**config.mk**
```make
export PLATFORM = sky130hd
export DESIGN_NAME = hdr_responder
export DESIGN_NICKNAME = d
export VERILOG_FILES = /design/src/hdr_pkg.sv /design/src/hdr_responder.sv
export VERILOG_INCLUDE_DIRS = /design/src /design/src/src
export SDC_FILE = /design/constraint.sdc
export NUM_CORES = 1
export LEC_CHECK = 0
export BUFFER_PORTS_ARGS = -buffer_cell sky130_fd_sc_hd__buf_2
export CORE_UTILIZATION = 30
export DETAILED_ROUTE_END_ITERATION = 8
export PLACE_DENSITY = 0.6
export SYNTH_ARGS = -nofsm -noshare
export SYNTH_HDL_FRONTEND = slang
export SYNTH_SLANG_ARGS = --single-unit
```
**constraint.sdc**
```tcl
create_clock -name clk -period 3.2 [get_ports clk]
set_clock_uncertainty 0.05 [all_clocks]
set_input_delay 0.64 -clock clk [delete_from_list [all_inputs] [get_ports clk]]
set_output_delay 0.64 -clock clk [all_outputs]
set_load 0.1 [all_outputs]
```
**src/hdr_defines.svh**
```systemverilog
`ifndef HDR_DEFINES_SVH
`define HDR_DEFINES_SVH

// Register byte offsets
`define HDR_REG_CFG 8'h00
`define HDR_REG_STAT 8'h04

// Config register fields
`define HDR_CFG_BP_LO 0
`define HDR_CFG_SP_LO 3
`define HDR_CFG_SELF 6
`define HDR_CFG_PPS 7
`define HDR_CFG_COMP 8
`define HDR_CFG_SNS_LO 9
`define HDR_CFG_PON_LO 16

// Status register fields
`define HDR_STAT_NPORT_LO 0
`define HDR_STAT_BUSY 4

// Descriptor type codes
`define HDR_TYPE_IF 8'h04
`define HDR_TYPE_EP 8'h05
`define HDR_TYPE_HUB 8'h29
`define HDR_TYPE_HUB_OLD 8'h00

// Descriptor lengths
`define HDR_LEN_IF 4'h9
`define HDR_LEN_EP 4'h7
`define HDR_LEN_HUB 4'h9

// Fixed field values
`define HDR_IF_CLASS 8'h09
`define HDR_IF_ONE_EP 8'h01
`define HDR_EP_ADDR 8'h81
`define HDR_EP_ATTR 8'h03
`define HDR_EP_MPS_LO 8'h01
`define HDR_EP_IVAL 8'hFF
`define HDR_HUB_PWR_MASK 8'hFF
`define HDR_PORTS_TOTAL 2'h3

`endif

```
**src/hdr_pkg.sv**
```systemverilog
package hdr_pkg;

	typedef enum logic [1:0] {HDR_KIND_IF, HDR_KIND_EP, HDR_KIND_HUB} hdr_kind_t;

	typedef enum logic {HDR_IDLE, HDR_SEND} hdr_state_t;

	// Configuration values as loaded by default or over the config port
	typedef struct packed {
		logic [7:0] power_on_time;
		logic [1:0] overcurrent_sense_mode;
		logic compound;
		logic per_port_power_switching;
		logic self_powered_select;
		logic [2:0] port_off_mask_self_powered;
		logic [2:0] port_off_mask_bus_powered;
	} hdr_cfg_t;

	// Descriptor request from the control endpoint
	typedef struct packed {
		logic valid;
		logic [7:0] dtype;
		logic [15:0] len;
	} hdr_req_t;

	// Descriptor byte stream
	typedef struct packed {
		logic valid;
		logic [7:0] data;
		logic last;
	} hdr_byte_t;

	typedef struct packed {
		hdr_state_t state;
		hdr_kind_t kind;
		logic [3:0] idx;
		logic [3:0] limit;
		hdr_kind_t okind;
		logic [3:0] oidx;
		hdr_byte_t tx;
		logic req_ready;
		logic req_stall;
		hdr_cfg_t cfg;
		logic wb_ack;
		logic [31:0] wb_dat;
	} hdr_st_t;

endpackage : hdr_pkg

```
**src/hdr_responder.sv**
```systemverilog
`timescale 1ns/1ps
`include "hdr_defines.svh"

// Contract
// - Interface descriptor: 9 bytes, type 04h, class 09h, subclass/protocol 00h.
// - Interface number and alternate setting both read 00h.
// - Interface declares one endpoint beyond endpoint zero.
// - Interface string index is always 00h.
// - Endpoint descriptor: 7 bytes, type 05h.
// - Endpoint address byte is 81h, IN endpoint one.
// - Endpoint attributes byte is 03h, interrupt, no sync.
// - Endpoint max packet size is 0001h, one byte.
// - Endpoint polling interval byte is FFh.
// - Hub descriptor answered for type 29h and legacy 00h.
// - Hub descriptor 9 bytes, type 29h, same at both speeds.
// - Port count is three minus disabled ports in active mask.
// - Self-powered select picks self-powered mask, else bus-powered mask.
// - Characteristics bits 1:0 are 00 or 01 from power switching.
// - Bit 2 is compound setting; bits 4:3 are sense mode.
// - Characteristics bits 6:5 are 00, eight bit times.
// - Bit 7 and bits 15:8 are zero.
// - Power-on-to-good byte is stored power-on time unchanged.
// - Variable fields come from default load or config port load.
module hdr_responder #(
	parameter logic [2:0] DEF_OFF_BP = 3'h0,
	parameter logic [2:0] DEF_OFF_SP = 3'h0,
	parameter logic DEF_SELF = 1'b0,
	parameter logic DEF_PPS = 1'b1,
	parameter logic DEF_COMPOUND = 1'b0,
	parameter logic [1:0] DEF_SENSE = 2'h1,
	parameter logic [7:0] DEF_PON_TIME = 8'h32
) (
	// Clock and reset
	input wire logic clk,
	input wire logic sys_rst,
	// Wishbone slave
	input wire logic wb_cyc_i,
	input wire logic wb_stb_i,
	input wire logic wb_we_i,
	input wire logic [7:0] wb_adr_i,
	input wire logic [3:0] wb_sel_i,
	input wire logic [31:0] wb_dat_i,
	output logic [31:0] wb_dat_o,
	output logic wb_ack_o,
	// Descriptor request
	input wire hdr_pkg::hdr_req_t req,
	output logic req_ready,
	output logic req_stall,
	// Descriptor bytes
	output hdr_pkg::hdr_byte_t tx
);
	import hdr_pkg::*;

	hdr_st_t s;
	hdr_st_t next_s;
	logic [2:0] off_mask;
	logic [1:0] nports;
	logic [3:0] dlen;
	hdr_kind_t rkind;
	logic rok;
	logic wb_req;
	logic cfg_wr;

	assign off_mask = s.cfg.self_powered_select ? s.cfg.port_off_mask_self_powered
		: s.cfg.port_off_mask_bus_powered;
	// port count
	// Two-bit result, no wrap: all three ports off reports zero
	assign nports = `HDR_PORTS_TOTAL - 2'(off_mask[0]) - 2'(off_mask[1]) - 2'(off_mask[2]);
	assign wb_req = wb_cyc_i && wb_stb_i && !s.wb_ack;
	assign cfg_wr = wb_req && wb_we_i && (wb_adr_i == `HDR_REG_CFG);

	function automatic logic [7:0] hdr_byte(input hdr_kind_t k, input logic [3:0] i,
		input hdr_cfg_t c, input logic [1:0] np);
		logic [7:0] b;
		b = 8'h00;
		case (k)
			HDR_KIND_IF:
			begin
				case (i)
					4'h0: b = 8'(`HDR_LEN_IF);
					4'h1: b = `HDR_TYPE_IF;
					4'h4: b = `HDR_IF_ONE_EP;
					4'h5: b = `HDR_IF_CLASS;
					default: b = 8'h00;
				endcase
			end
			HDR_KIND_EP:
			begin
				case (i)
					4'h0: b = 8'(`HDR_LEN_EP);
					4'h1: b = `HDR_TYPE_EP;
					4'h2: b = `HDR_EP_ADDR;
					4'h3: b = `HDR_EP_ATTR;
					4'h4: b = `HDR_EP_MPS_LO;
					4'h6: b = `HDR_EP_IVAL;
					default: b = 8'h00;
				endcase
			end
			HDR_KIND_HUB:
			begin
				case (i)
					4'h0: b = 8'(`HDR_LEN_HUB);
					4'h1: b = `HDR_TYPE_HUB;
					4'h2: b = {6'h00, np};
					4'h3: b = {3'h0, c.overcurrent_sense_mode, c.compound, 1'b0,
						c.per_port_power_switching};
					4'h5: b = c.power_on_time;
					4'h8: b = `HDR_HUB_PWR_MASK;
					default: b = 8'h00;
				endcase
			end
			default: b = 8'h00;
		endcase
		return b;
	endfunction : hdr_byte

	always_comb
	begin
		rok = 1'b1;
		rkind = HDR_KIND_HUB;
		dlen = `HDR_LEN_HUB;
		case (req.dtype)
			`HDR_TYPE_IF:
			begin
				rkind = HDR_KIND_IF;
				dlen = `HDR_LEN_IF;
			end
			`HDR_TYPE_EP:
			begin
				rkind = HDR_KIND_EP;
				dlen = `HDR_LEN_EP;
			end
			`HDR_TYPE_HUB, `HDR_TYPE_HUB_OLD: rkind = HDR_KIND_HUB;
			default: rok = 1'b0;
		endcase
	end

	always_comb
	begin
		next_s = s;
		next_s.tx = '0;
		next_s.req_stall = 1'b0;
		next_s.wb_ack = wb_req;
		next_s.wb_dat = 32'h0;
		case (s.state)
			HDR_IDLE:
			begin
				if (req.valid && !rok)
				begin
					next_s.req_stall = 1'b1;
				end
				else if (req.valid)
				begin
					next_s.kind = rkind;
					next_s.idx = 4'h0;
					next_s.limit = (req.len < 16'(dlen)) ? req.len[3:0] : dlen;
					if (req.len != 16'h0)
					begin
						next_s.state = HDR_SEND;
					end
				end
			end
			HDR_SEND:
			begin
				next_s.tx.valid = 1'b1;
				next_s.tx.data = hdr_byte(s.kind, s.idx, s.cfg, nports);
				next_s.tx.last = (s.idx == s.limit - 4'h1);
				next_s.okind = s.kind;
				next_s.oidx = s.idx;
				next_s.idx = s.idx + 4'h1;
				if (next_s.tx.last)
				begin
					next_s.state = HDR_IDLE;
				end
			end
			default: next_s.state = HDR_IDLE;
		endcase
		next_s.req_ready = (next_s.state == HDR_IDLE);
		// Unmapped reads return zero; writes there are dropped but acked
		if (cfg_wr)
		begin
			if (wb_sel_i[0])
			begin
				next_s.cfg[7:0] = wb_dat_i[7:0];
			end
			if (wb_sel_i[1])
			begin
				next_s.cfg[10:8] = wb_dat_i[10:8];
			end
			if (wb_sel_i[2])
			begin
				next_s.cfg.power_on_time = wb_dat_i[23:16];
			end
		end
		if (wb_req && !wb_we_i)
		begin
			case (wb_adr_i)
				`HDR_REG_CFG: next_s.wb_dat = {8'h00, s.cfg[18:11], 5'h00, s.cfg[10:0]};
				`HDR_REG_STAT: next_s.wb_dat = {27'h0, s.state == HDR_SEND, 2'h0, nports};
				default: next_s.wb_dat = 32'h0;
			endcase
		end
	end

	always_ff @(posedge clk)
	begin
		if (sys_rst)
		begin
			s <= '0;
			s.state <= HDR_IDLE;
			s.req_ready <= 1'b1;
			s.cfg <= '{DEF_PON_TIME, DEF_SENSE, DEF_COMPOUND, DEF_PPS, DEF_SELF,
				DEF_OFF_SP, DEF_OFF_BP};
		end
		else
		begin
			s <= next_s;
		end
	end

	assign tx = s.tx;
	assign req_ready = s.req_ready;
	assign req_stall = s.req_stall;
	assign wb_ack_o = s.wb_ack;
	assign wb_dat_o = s.wb_dat;

	property p_if_head;
		@(posedge clk) disable iff (sys_rst)
		tx.valid && s.okind == HDR_KIND_IF |-> (s.oidx == 4'h0 ? tx.data == 8'h09
			: s.oidx == 4'h1 ? tx.data == 8'h04 : s.oidx == 4'h5 ? tx.data == 8'h09 : 1'b1);
	endproperty
	a_if_head: assert property (p_if_head) else $error("bad interface header");

	property p_if_zero;
		@(posedge clk) disable iff (sys_rst)
		tx.valid && s.okind == HDR_KIND_IF && (s.oidx inside {4'h2, 4'h3, 4'h6, 4'h7, 4'h8})
			|-> tx.data == 8'h00;
	endproperty
	a_if_zero: assert property (p_if_zero) else $error("interface zero byte not zero");

	property p_if_nep;
		@(posedge clk) disable iff (sys_rst)
		tx.valid && s.okind == HDR_KIND_IF && s.oidx == 4'h4 |-> tx.data == 8'h01;
	endproperty
	a_if_nep: assert property (p_if_nep) else $error("endpoint count wrong");

	property p_ep_bytes;
		@(posedge clk) disable iff (sys_rst)
		tx.valid && s.okind == HDR_KIND_EP |-> tx.data == (s.oidx == 4'h0 ? 8'h07
			: s.oidx == 4'h1 ? 8'h05 : s.oidx == 4'h2 ? 8'h81 : s.oidx == 4'h3 ? 8'h03
			: s.oidx == 4'h4 ? 8'h01 : s.oidx == 4'h6 ? 8'hFF : 8'h00);
	endproperty
	a_ep_bytes: assert property (p_ep_bytes) else $error("endpoint byte wrong");

	property p_hub_chars;
		@(posedge clk) disable iff (sys_rst)
		tx.valid && s.okind == HDR_KIND_HUB && s.oidx == 4'h3 |-> tx.data[7:5] == 3'h0
			&& tx.data[1] == 1'b0 && tx.data[0] == $past(s.cfg.per_port_power_switching);
	endproperty
	a_hub_chars: assert property (p_hub_chars) else $error("hub characteristics wrong");

	property p_hub_pon;
		@(posedge clk) disable iff (sys_rst)
		tx.valid && s.okind == HDR_KIND_HUB && s.oidx == 4'h5
			|-> tx.data == $past(s.cfg.power_on_time);
	endproperty
	a_hub_pon: assert property (p_hub_pon) else $error("power-on time altered");

	property p_nports;
		@(posedge clk) disable iff (sys_rst)
		nports == 2'(3 - $countones(s.cfg.self_powered_select
			? s.cfg.port_off_mask_self_powered : s.cfg.port_off_mask_bus_powered));
	endproperty
	a_nports: assert property (p_nports) else $error("port count wrong");

	property p_legacy;
		@(posedge clk) disable iff (sys_rst)
		req.valid && req_ready && req.dtype == 8'h00 && req.len != 16'h0
			|=> ##1 tx.valid && tx.data == 8'h09;
	endproperty
	a_legacy: assert property (p_legacy) else $error("legacy hub type ignored");

	property p_stop;
		@(posedge clk) disable iff (sys_rst)
		tx.valid && tx.last |=> !tx.valid;
	endproperty
	a_stop: assert property (p_stop) else $error("byte after last");

	property p_order;
		@(posedge clk) disable iff (sys_rst)
		tx.valid && !tx.last |=> tx.valid && s.oidx == $past(s.oidx) + 4'h1;
	endproperty
	a_order: assert property (p_order) else $error("bytes out of order");

	property p_if_str;
		@(posedge clk) disable iff (sys_rst)
		tx.valid && s.okind == HDR_KIND_IF && s.oidx == 4'h8 |-> tx.data == 8'h00;
	endproperty
	a_if_str: assert property (p_if_str) else $error("interface string index not zero");

	property p_hub_head;
		@(posedge clk) disable iff (sys_rst)
		tx.valid && s.okind == HDR_KIND_HUB && s.oidx < 4'h2
			|-> tx.data == (s.oidx == 4'h0 ? 8'h09 : 8'h29);
	endproperty
	a_hub_head: assert property (p_hub_head) else $error("hub header wrong");

	// Live config: compare against what was stored when the byte was built
	property p_hub_sense;
		@(posedge clk) disable iff (sys_rst)
		tx.valid && s.okind == HDR_KIND_HUB && s.oidx == 4'h3
			|-> tx.data[4:3] == $past(s.cfg.overcurrent_sense_mode)
			&& tx.data[2] == $past(s.cfg.compound);
	endproperty
	a_hub_sense: assert property (p_hub_sense) else $error("sense or compound bit wrong");

	property p_hub_high;
		@(posedge clk) disable iff (sys_rst)
		tx.valid && s.okind == HDR_KIND_HUB && s.oidx == 4'h4 |-> tx.data == 8'h00;
	endproperty
	a_hub_high: assert property (p_hub_high) else $error("characteristics upper byte set");

	property p_cfg_hold;
		@(posedge clk) disable iff (sys_rst)
		!$past(sys_rst) && !$past(cfg_wr) |-> $stable(s.cfg);
	endproperty
	a_cfg_hold: assert property (p_cfg_hold) else $error("config changed without a load");

	c_if: cover property (@(posedge clk) tx.valid && tx.last && s.okind == HDR_KIND_IF);
	c_ep: cover property (@(posedge clk) tx.valid && tx.last && s.okind == HDR_KIND_EP);
	c_hub: cover property (@(posedge clk) tx.valid && tx.last && s.okind == HDR_KIND_HUB
		&& s.oidx == 4'h8);
	c_stall: cover property (@(posedge clk) req_stall);
	c_load: cover property (@(posedge clk) cfg_wr);

endmodule : hdr_responder

```
==> summary.md, run 1 <==
| Metric | Value |
|---|---|
| Fin nets | around 490 |
| Hold slack | between 0.4 and 0.5 ns |
| Largest net degree at the start of global routing | 33 |
| Placed cell areas | between 0.003 and 0.004 mm2 |
| Setup Fix Bufs, Post-CTS | 0 |
| Routed WL | ~6600 um |
| Relative slew slack | around 48% |
| Final setup fails | 0 |
| Critical Path Start Type | input port |
| Global-route wire length before repair | roughly 10000 um |
| WP data arrival | approximately 2.9 ns |
| Clock share of power | between 40% and 50% |
| Area Growth Syn to Fin | 16.8% |
| Fin crit period | ~2.7 ns |
| Core Rows | 36 |
| RSZ-0062 raised after global routing | false |
| Net switching power | about 0.00042 W |
| Vias after detailed routing | 2484 |
| Grt ovf | 0 |
| Switching Fraction | between 20% and 30% |
| Core Region | between 0.009 and 0.01 mm2 |
| Total of max-cap violations | 0 |
| Antenna violations before repair | 0 |
| PwrDens | around 470 mW/mm2 |
| Routability cong. | between 0.7 and 0.8 |
| Vias in the first global route | between 2k and 2.5k |
| Slew @ Worst Pin | 0.776 ns |
| Setup CP Type | in -> reg |
| Flop pwr share | between 40 and 50% |
| Pins over their slew limit | 0 |
| DR iter-0 viols | 65 |
| HP Class | reg -> reg |
| Inst Count DP | 528 |
| Layout cells sized above 1 | between 20% and 30% |
| Die area | around 0.011 mm2 |
| Post-route setup TNS | 0 ns |
| Cts repair resizes | 0 |
| Cell Area, Synth | a little over 0.003 mm2 |
| Die Ht | approximately 100 um |
| Post-CTS Hold Buffers | 0 |
| Pre-antenna DRT Iters | 4 |
| Status | finished, final reports clean |
| Top Ports | 119 |
| Combinational fraction of design power | under 10% |
| Yosys cell types | 52 |
| Number of synthesized flops with an enable pin | 0 |
| Clk_lat worst skew | ~0.33 ns |
| Synth Area per Inst | slightly below 9 um2 |
| Synth area leader | dfxtp_1 |
| Initial Util | ~31% |
| Post-route insts no fill | between 500 and 600 |
| Register bit total from synthesis | 62 |
| Synth Instances | approximately 350 |
| Clock buffer count from CTS | 9 |
| Cell area after layout | 0.00359 mm2 |
| CTS tree | done |
| Clock buffer depth | 2 |
| Clock transition at the registers of the reported paths | around 0.07 ns |
| CTS Root Cell | clkbuf_8 |
| Final ANT Viol Nets | 0 |
| Detailed Place HPWL | between 5000 and 6000 um |
| Drt wl/cell | around 12 um |
| Htree depth | 3 |
| Ant diodes | 0 |
| Clock Sink Count | 62 |
| Global-route usage over all layers | between 10 and 15% |
| Leakage | around 1.7 nW |
| Main synth FF type | dfxtp_1 |
| Port Buf Inserts | 91 |
| Peak supply drop | around 230 uV |
| Die width | 103 um |
| Internal power | 0.00125 W |
| DRC viols | 0 |
| Synth Warn # | 0 |
| Crit Path Max Fanout | 5 |
| Max frequency | 370 MHz |
| Ys async rst share | 0% |
| Synth top area cells | dfxtp_1 (40%), buf_4 (10%), mux2i_1 (5.2%) |
| Critical Path Sink Type | register |
| Vias per cell | ~4.6 |
| Yosys top cell area share | between 40% and 50% |
| Register area share after synthesis | around two fifths |
| Worst Path Required | between 3 and 4 ns |
| Final Cycle Share | 84.4% |
| Hold Fails Final Rpt | 0 |
registers in the layout, summed over array words and instances, names as in the netlist:
| register | count |
|---|---|
| req_ready | 1 |
| s | 30 |
| wb_dat_o | 19 |
| tx | 10 |
| req_stall | 1 |
| wb_ack_o | 1 |
logic make-up (layout without fill, tap and decap cells):
family | after synthesis | in the layout | synth area share, %
and+or+nand+nor | 119 | 119 | 20.4
AOI/OAI and AO/OA | 65 | 65 | 13.9
buffers and inverters | 64 | 116 | 13.1
DFF | 62 | 62 | 40.3
muxes | 19 | 19 | 6.30
adders and majority gates | 9 | 9 | 3.90
xor gates and xnor gates | 7 | 7 | 1.99
other | 1 | 13 | 0.122
final cells by class:
type | instances | area (um2)
Clock buffer | 9 | 124
Clock inverter | 6 | 87.6
Fill cell | 1030 | 6270
Inverter | 9 | 33.8
Multi-Input combinational cell | 232 | 1480
Sequential cell | 62 | 1240
Tap cell | 133 | 166
Timing Repair Buffer | 92 | 463
path summary, 6_finish.rpt:
path	startpoint	endpoint	slack (ns)	cells after the start
hold reg to reg	s[73]$_SDFFE_PP0P_	s[73]$_SDFFE_PP0P_	0.43	2
setup reg to reg	s[74]$_SDFFE_PP0P_	tx[4]$_SDFF_PP0_	0.82	7
hold / removal	s[73]$_SDFFE_PP0P_	s[73]$_SDFFE_PP0P_	0.43	2
setup / recovery	req[17]	s[72]$_SDFFE_PP0P_	0.50	10
worst max-delay path, stage by stage:
cell	delay [ns]
buf_2	0.10
nor4_2	0.32
nand4_1	0.25
inv_1	0.17
ha_1	0.26
a21oi_1	0.14
o21ai_0	0.13
nor3_1	0.41
nor3_1	0.12
a2111oi_0	0.33
cells in the final DEF, fill, tap and decap left out, drive strengths merged, types with 5 or more instances in the layout:
| master | n |
|---|---|
| nand2 | 28 |
| a22oi | 5 |
| ha | 8 |
| clkbuf | 9 |
| inv | 9 |
| xnor2 | 7 |
| a21oi | 17 |
| dfxtp | 62 |
| buf | 92 |
| conb | 13 |
| and2 | 18 |
| o21bai | 6 |
| nor4 | 6 |
| o21ai | 15 |
| nor2 | 41 |
| mux2i | 16 |
power by group through the flow:
| stage | clock (W) | sequential [W] | combinational (W) |
|---|---|---|---|
| 4_1_cts | 0.000749 | 0.000779 | 0.000164 |
| 5_1_grt | 0.000781 | 0.000779 | 0.000176 |
| 3_5_place_dp | 0 | 0.000797 | 0.000164 |
| 3_3_place_gp | 0 | 0.000797 | 0.000162 |
| 6_report | 0.000728 | 0.000780 | 0.000164 |
| 2_1_floorplan | 0 | 0.000805 | 0.000117 |
Yosys cell counts, types with 2 or more instances:
master      n
a2111oi_0   2
a211oi_1    2
a21oi_1    17
a221oi_1    2
a22oi_1     5
a31oi_1     3
a32oi_1     3
and2_1     18
and3b_1     2
buf_4      43
clkbuf_1   10
dfxtp_1    62
ha_1        8
inv_1       9
mux2_2      3
mux2i_1    16
nand2_1    26
nand2b_1    4
nand3_1     3
nand3b_1    2
nand4_1     3
nor2_1     40
nor3_1      4
nor4_1      4
o21ai_0    15
o21bai_1    6
or3_1       3
xnor2_1     7
metal layers:
metal | GRT usage, % | part of all wire, % | vias to the layer above
li1 | - | - | 1262
met1 | 15.7 | 46 | 1148
met2 | 21.3 | 47 | 67
met3 | 4.37 | 5.6 | 7
met4 | 4.55 | 1.3 | 0
met5 | 0 | 0 | -
metrics by stage:
stage	total power, W	worst slack, ns	util, %
2_1_floorplan	0.000921	0.530	-
3_3_place_gp	0.000959	0.302	34.3
3_5_place_dp	0.000961	0.146	34.3
4_1_cts	0.00169	0.489	36.4
5_1_grt	0.00174	0.152	36.4
6_report	0.00167	0.499	36.4
(Power assumes the default switching activity.)
==> run 2: changes to the inputs <==
==> constraint.sdc (replaced) <==
create_clock -name clk -period 2.5 [get_ports clk]
set_clock_uncertainty 0.05 [all_clocks]
set_input_delay 0.5 -clock clk [delete_from_list [all_inputs] [get_ports clk]]
set_output_delay 0.5 -clock clk [all_outputs]
set_load 0.1 [all_outputs]
==> run 2 against run 1 <==
Compared with the run above: worst hold slack lost 0.093 ns; sequential share of layout area shrank 0.81 points; final cell count grew 1.7%; sequential cell count is the same; wire length grew 4.7%; combinational power grew 33%; critical path depth is the same; via count grew 2.9%; total power grew 33%; clock-buffer cell count grew 1; highest routed layer unchanged.
==> summary.md, run 2 (synthesis gave the netlist of run 1 again) <==
| Metric | Value |
|---|---|
| Placed cell areas | 0.00345 mm2 (was 0.00338 mm2) |
| Worst path slowest cell | a2111oi_1 (was nor3_1) |
| Fin nets | 497 (was 489) |
| Critical Path Start Type | input port (unchanged) |
| Max frequency | between 400 and 500 MHz |
| Slew @ Worst Pin | 0.561 ns (was 0.776 ns) |
| Crit Path Max Fanout | 4 (was 5) |
| Hold Fails Final Rpt | 0 (unchanged) |
| Die Ht | 103 um (unchanged) |
| PwrDens | 605 mW/mm2 (was 465 mW/mm2) |
| Status | finished, final reports clean (unchanged) |
| Commonest non-fill, non-tap cell in the layout | buf_2 (unchanged) |
| CTS tree | done (unchanged) |
| Ant diodes | 0 (unchanged) |
| Largest net degree at the start of global routing | 20 (was 33) |
| Clock transition at the registers of the reported paths | 0.08 ns (was 0.07 ns) |
| HP Class | in -> reg (was reg -> reg) |
| Worst Path Required | 2.64 ns (was 3.37 ns) |
| Peak supply drop | 276 uV (was 226 uV) |
| Pins over their slew limit | 0 (unchanged) |
| Clock buffer count from CTS | 9 (unchanged) |
| Core Region | 0.00986 mm2 (unchanged) |
| Max incr delay on CP | 0.41 ns (about the same) |
| Vias per cell | 4.63 (was 4.57) |
| Number of flip-flops in the largest register | 30 (unchanged) |
| Die area | 0.0107 mm2 (unchanged) |
| Total of max-cap violations | 0 (unchanged) |
| Final Cycle Share | between 90% and 100% |
| Relative slew slack | 62.4% (was 48.2%) |
| Global-route wire length before repair | 11000 um (was 10400 um) |
| Post-route setup TNS | 0 ns (unchanged) |
| Post-route insts no fill | 552 (was 543) |
| Most flops, register | s (unchanged) |
| Vias after detailed routing | 2556 (was 2484) |
| Die width | 103 um (unchanged) |
| Layout cells sized above 1 | 30.5% (was 28.8%) |
| Initial Util | 31.2% (unchanged) |
| Setup CP Type | in -> reg (unchanged) |
| Top Ports | 119 (unchanged) |
| Core Rows | 36 (unchanged) |
| Clk_lat worst skew | 0.34 ns (was 0.33 ns) |
| DRC viols | 0 (unchanged) |
| Routed WL | 6890 um (was 6580 um) |
| Antenna violations before repair | 0 (unchanged) |
| Global-route usage over all layers | 13.5% (was 12.9%) |
| Final setup fails | 0 (unchanged) |
| CP cell instances | buf_2 -> nor4_2 -> nand4_1 -> inv_1 -> ha_1 -> a21oi_1 -> o21ai_0 -> nor3_2 -> nor3_1 -> a2111oi_1 (was buf_2 -> nor4_2 -> nand4_1 -> inv_1 -> ha_1 -> a21oi_1 -> o21ai_0 -> nor3_1 -> nor3_1 -> a2111oi_0) |
| Final ANT Viol Nets | 0 (unchanged) |
| DR iter-0 viols | 62 (was 65) |
| CTS Root Cell | clkbuf_8 (unchanged) |
| Fin util | 37.3% (was 36.4%) |
| Drt wl/cell | 12.5 um (was 12.1 um) |
| Cell area after layout | 0.00368 mm2 (was 0.00359 mm2) |
| Vias in the first global route | 2344 (was 2315) |
| WP data arrival | 2.53 ns (was 2.87 ns) |
| Routability cong. | 0.799 (was 0.779) |
| Detailed Place HPWL | 5260 um (was 5010 um) |
| Htree depth | 3 (unchanged) |
| Fin crit period | approximately 2.4 ns |
| Clock Sink Count | 62 (unchanged) |
| Most frequent cells in the layout | buf_2 (91), dfxtp_1 (62), nor2_1 (40) (unchanged) |
| Pre-antenna DRT Iters | 4 (unchanged) |
| Critical Path Sink Type | register (unchanged) |
| Area Growth Syn to Fin | 19.6% (was 16.8%) |
| Grt ovf | 0 (unchanged) |
| Port Buf Inserts | 91 (unchanged) |
| Clock buffer depth | 2 (unchanged) |
| Inst Count DP | 536 (was 528) |
| Leakage | 1.72 nW (was 1.66 nW) |
==> run 2: area by class of cell <==
type / instances / area, um2
clock inverters: 6 / 93.8
well taps: 133 / 166
inverters: 9 / 33.8
repair buffers: 100 / 523
flip-flops and latches: 62 / 1240
fillers: 1049 / 6180
multi-input cells: 232 / 1490
clock buffers: 10 / 138
==> run 2: final timing paths <==
path | cells after the start | startpoint | slack [ns] | end
setup / recovery | 10 | req[17] | 0.11 | s[71]$_SDFFE_PP0P_
hold / removal | 3 | wb_dat_i[18] | 0.34 | s[46]$_SDFFE_PP0P_
setup reg to reg | 7 | s[39]$_SDFFE_PP0P_ | 0.30 | tx[1]$_SDFF_PP0_
hold reg to reg | 2 | s[73]$_SDFFE_PP0P_ | 0.43 | s[73]$_SDFFE_PP0P_
==> run 2: where the power goes <==
part / leakage, nW / internal (W) / switching (W)
sequential: 0.500 / 0.000991 / 0.00000537
clock: 0.113 / 0.000595 / 0.000415
combinational: 1.11 / 0.0000604 / 0.000157
total: 1.72 / 0.00165 / 0.000578
==> run 2: routing by layer <==
metal / GRT usage, % / routed length (um) / vias up
met5: 0 / 0 / -
met4: 5.85 / 109 / 0
met3: 3.29 / 425 / 12
met2: 22.1 / 3240 / 83
met1: 16.9 / 3110 / 1177
li1: - / - / 1284
==> run 2: timing repair <==
action / CTS / global route
endpoints found under the setup margin: 0 / 1
hold buffers: 0 / 0
buffers inserted: 0 / 0
gates resized for setup: 0 / 1
==> run 2: through the flow <==
stage	total power, W	hold slack [ns]	setup slack [ns]
detailed placement	0.00124	0.414	-0.179
floorplan	0.00118	0.393	0.0671
global route	0.00232	0.335	-0.0471
finish	0.00223	0.340	0.106
CTS	0.00225	0.328	0.168
global placement	0.00123	0.416	-0.0176
==> run 2: critical path: cells and delay by family <==
kind / cells / cell delay, ns
and+or+nand+nor: 4 / 0.85
buffers and inverters: 2 / 0.24
adders and majority gates: 1 / 0.25
AOI/OAI and AO/OA: 3 / 0.69
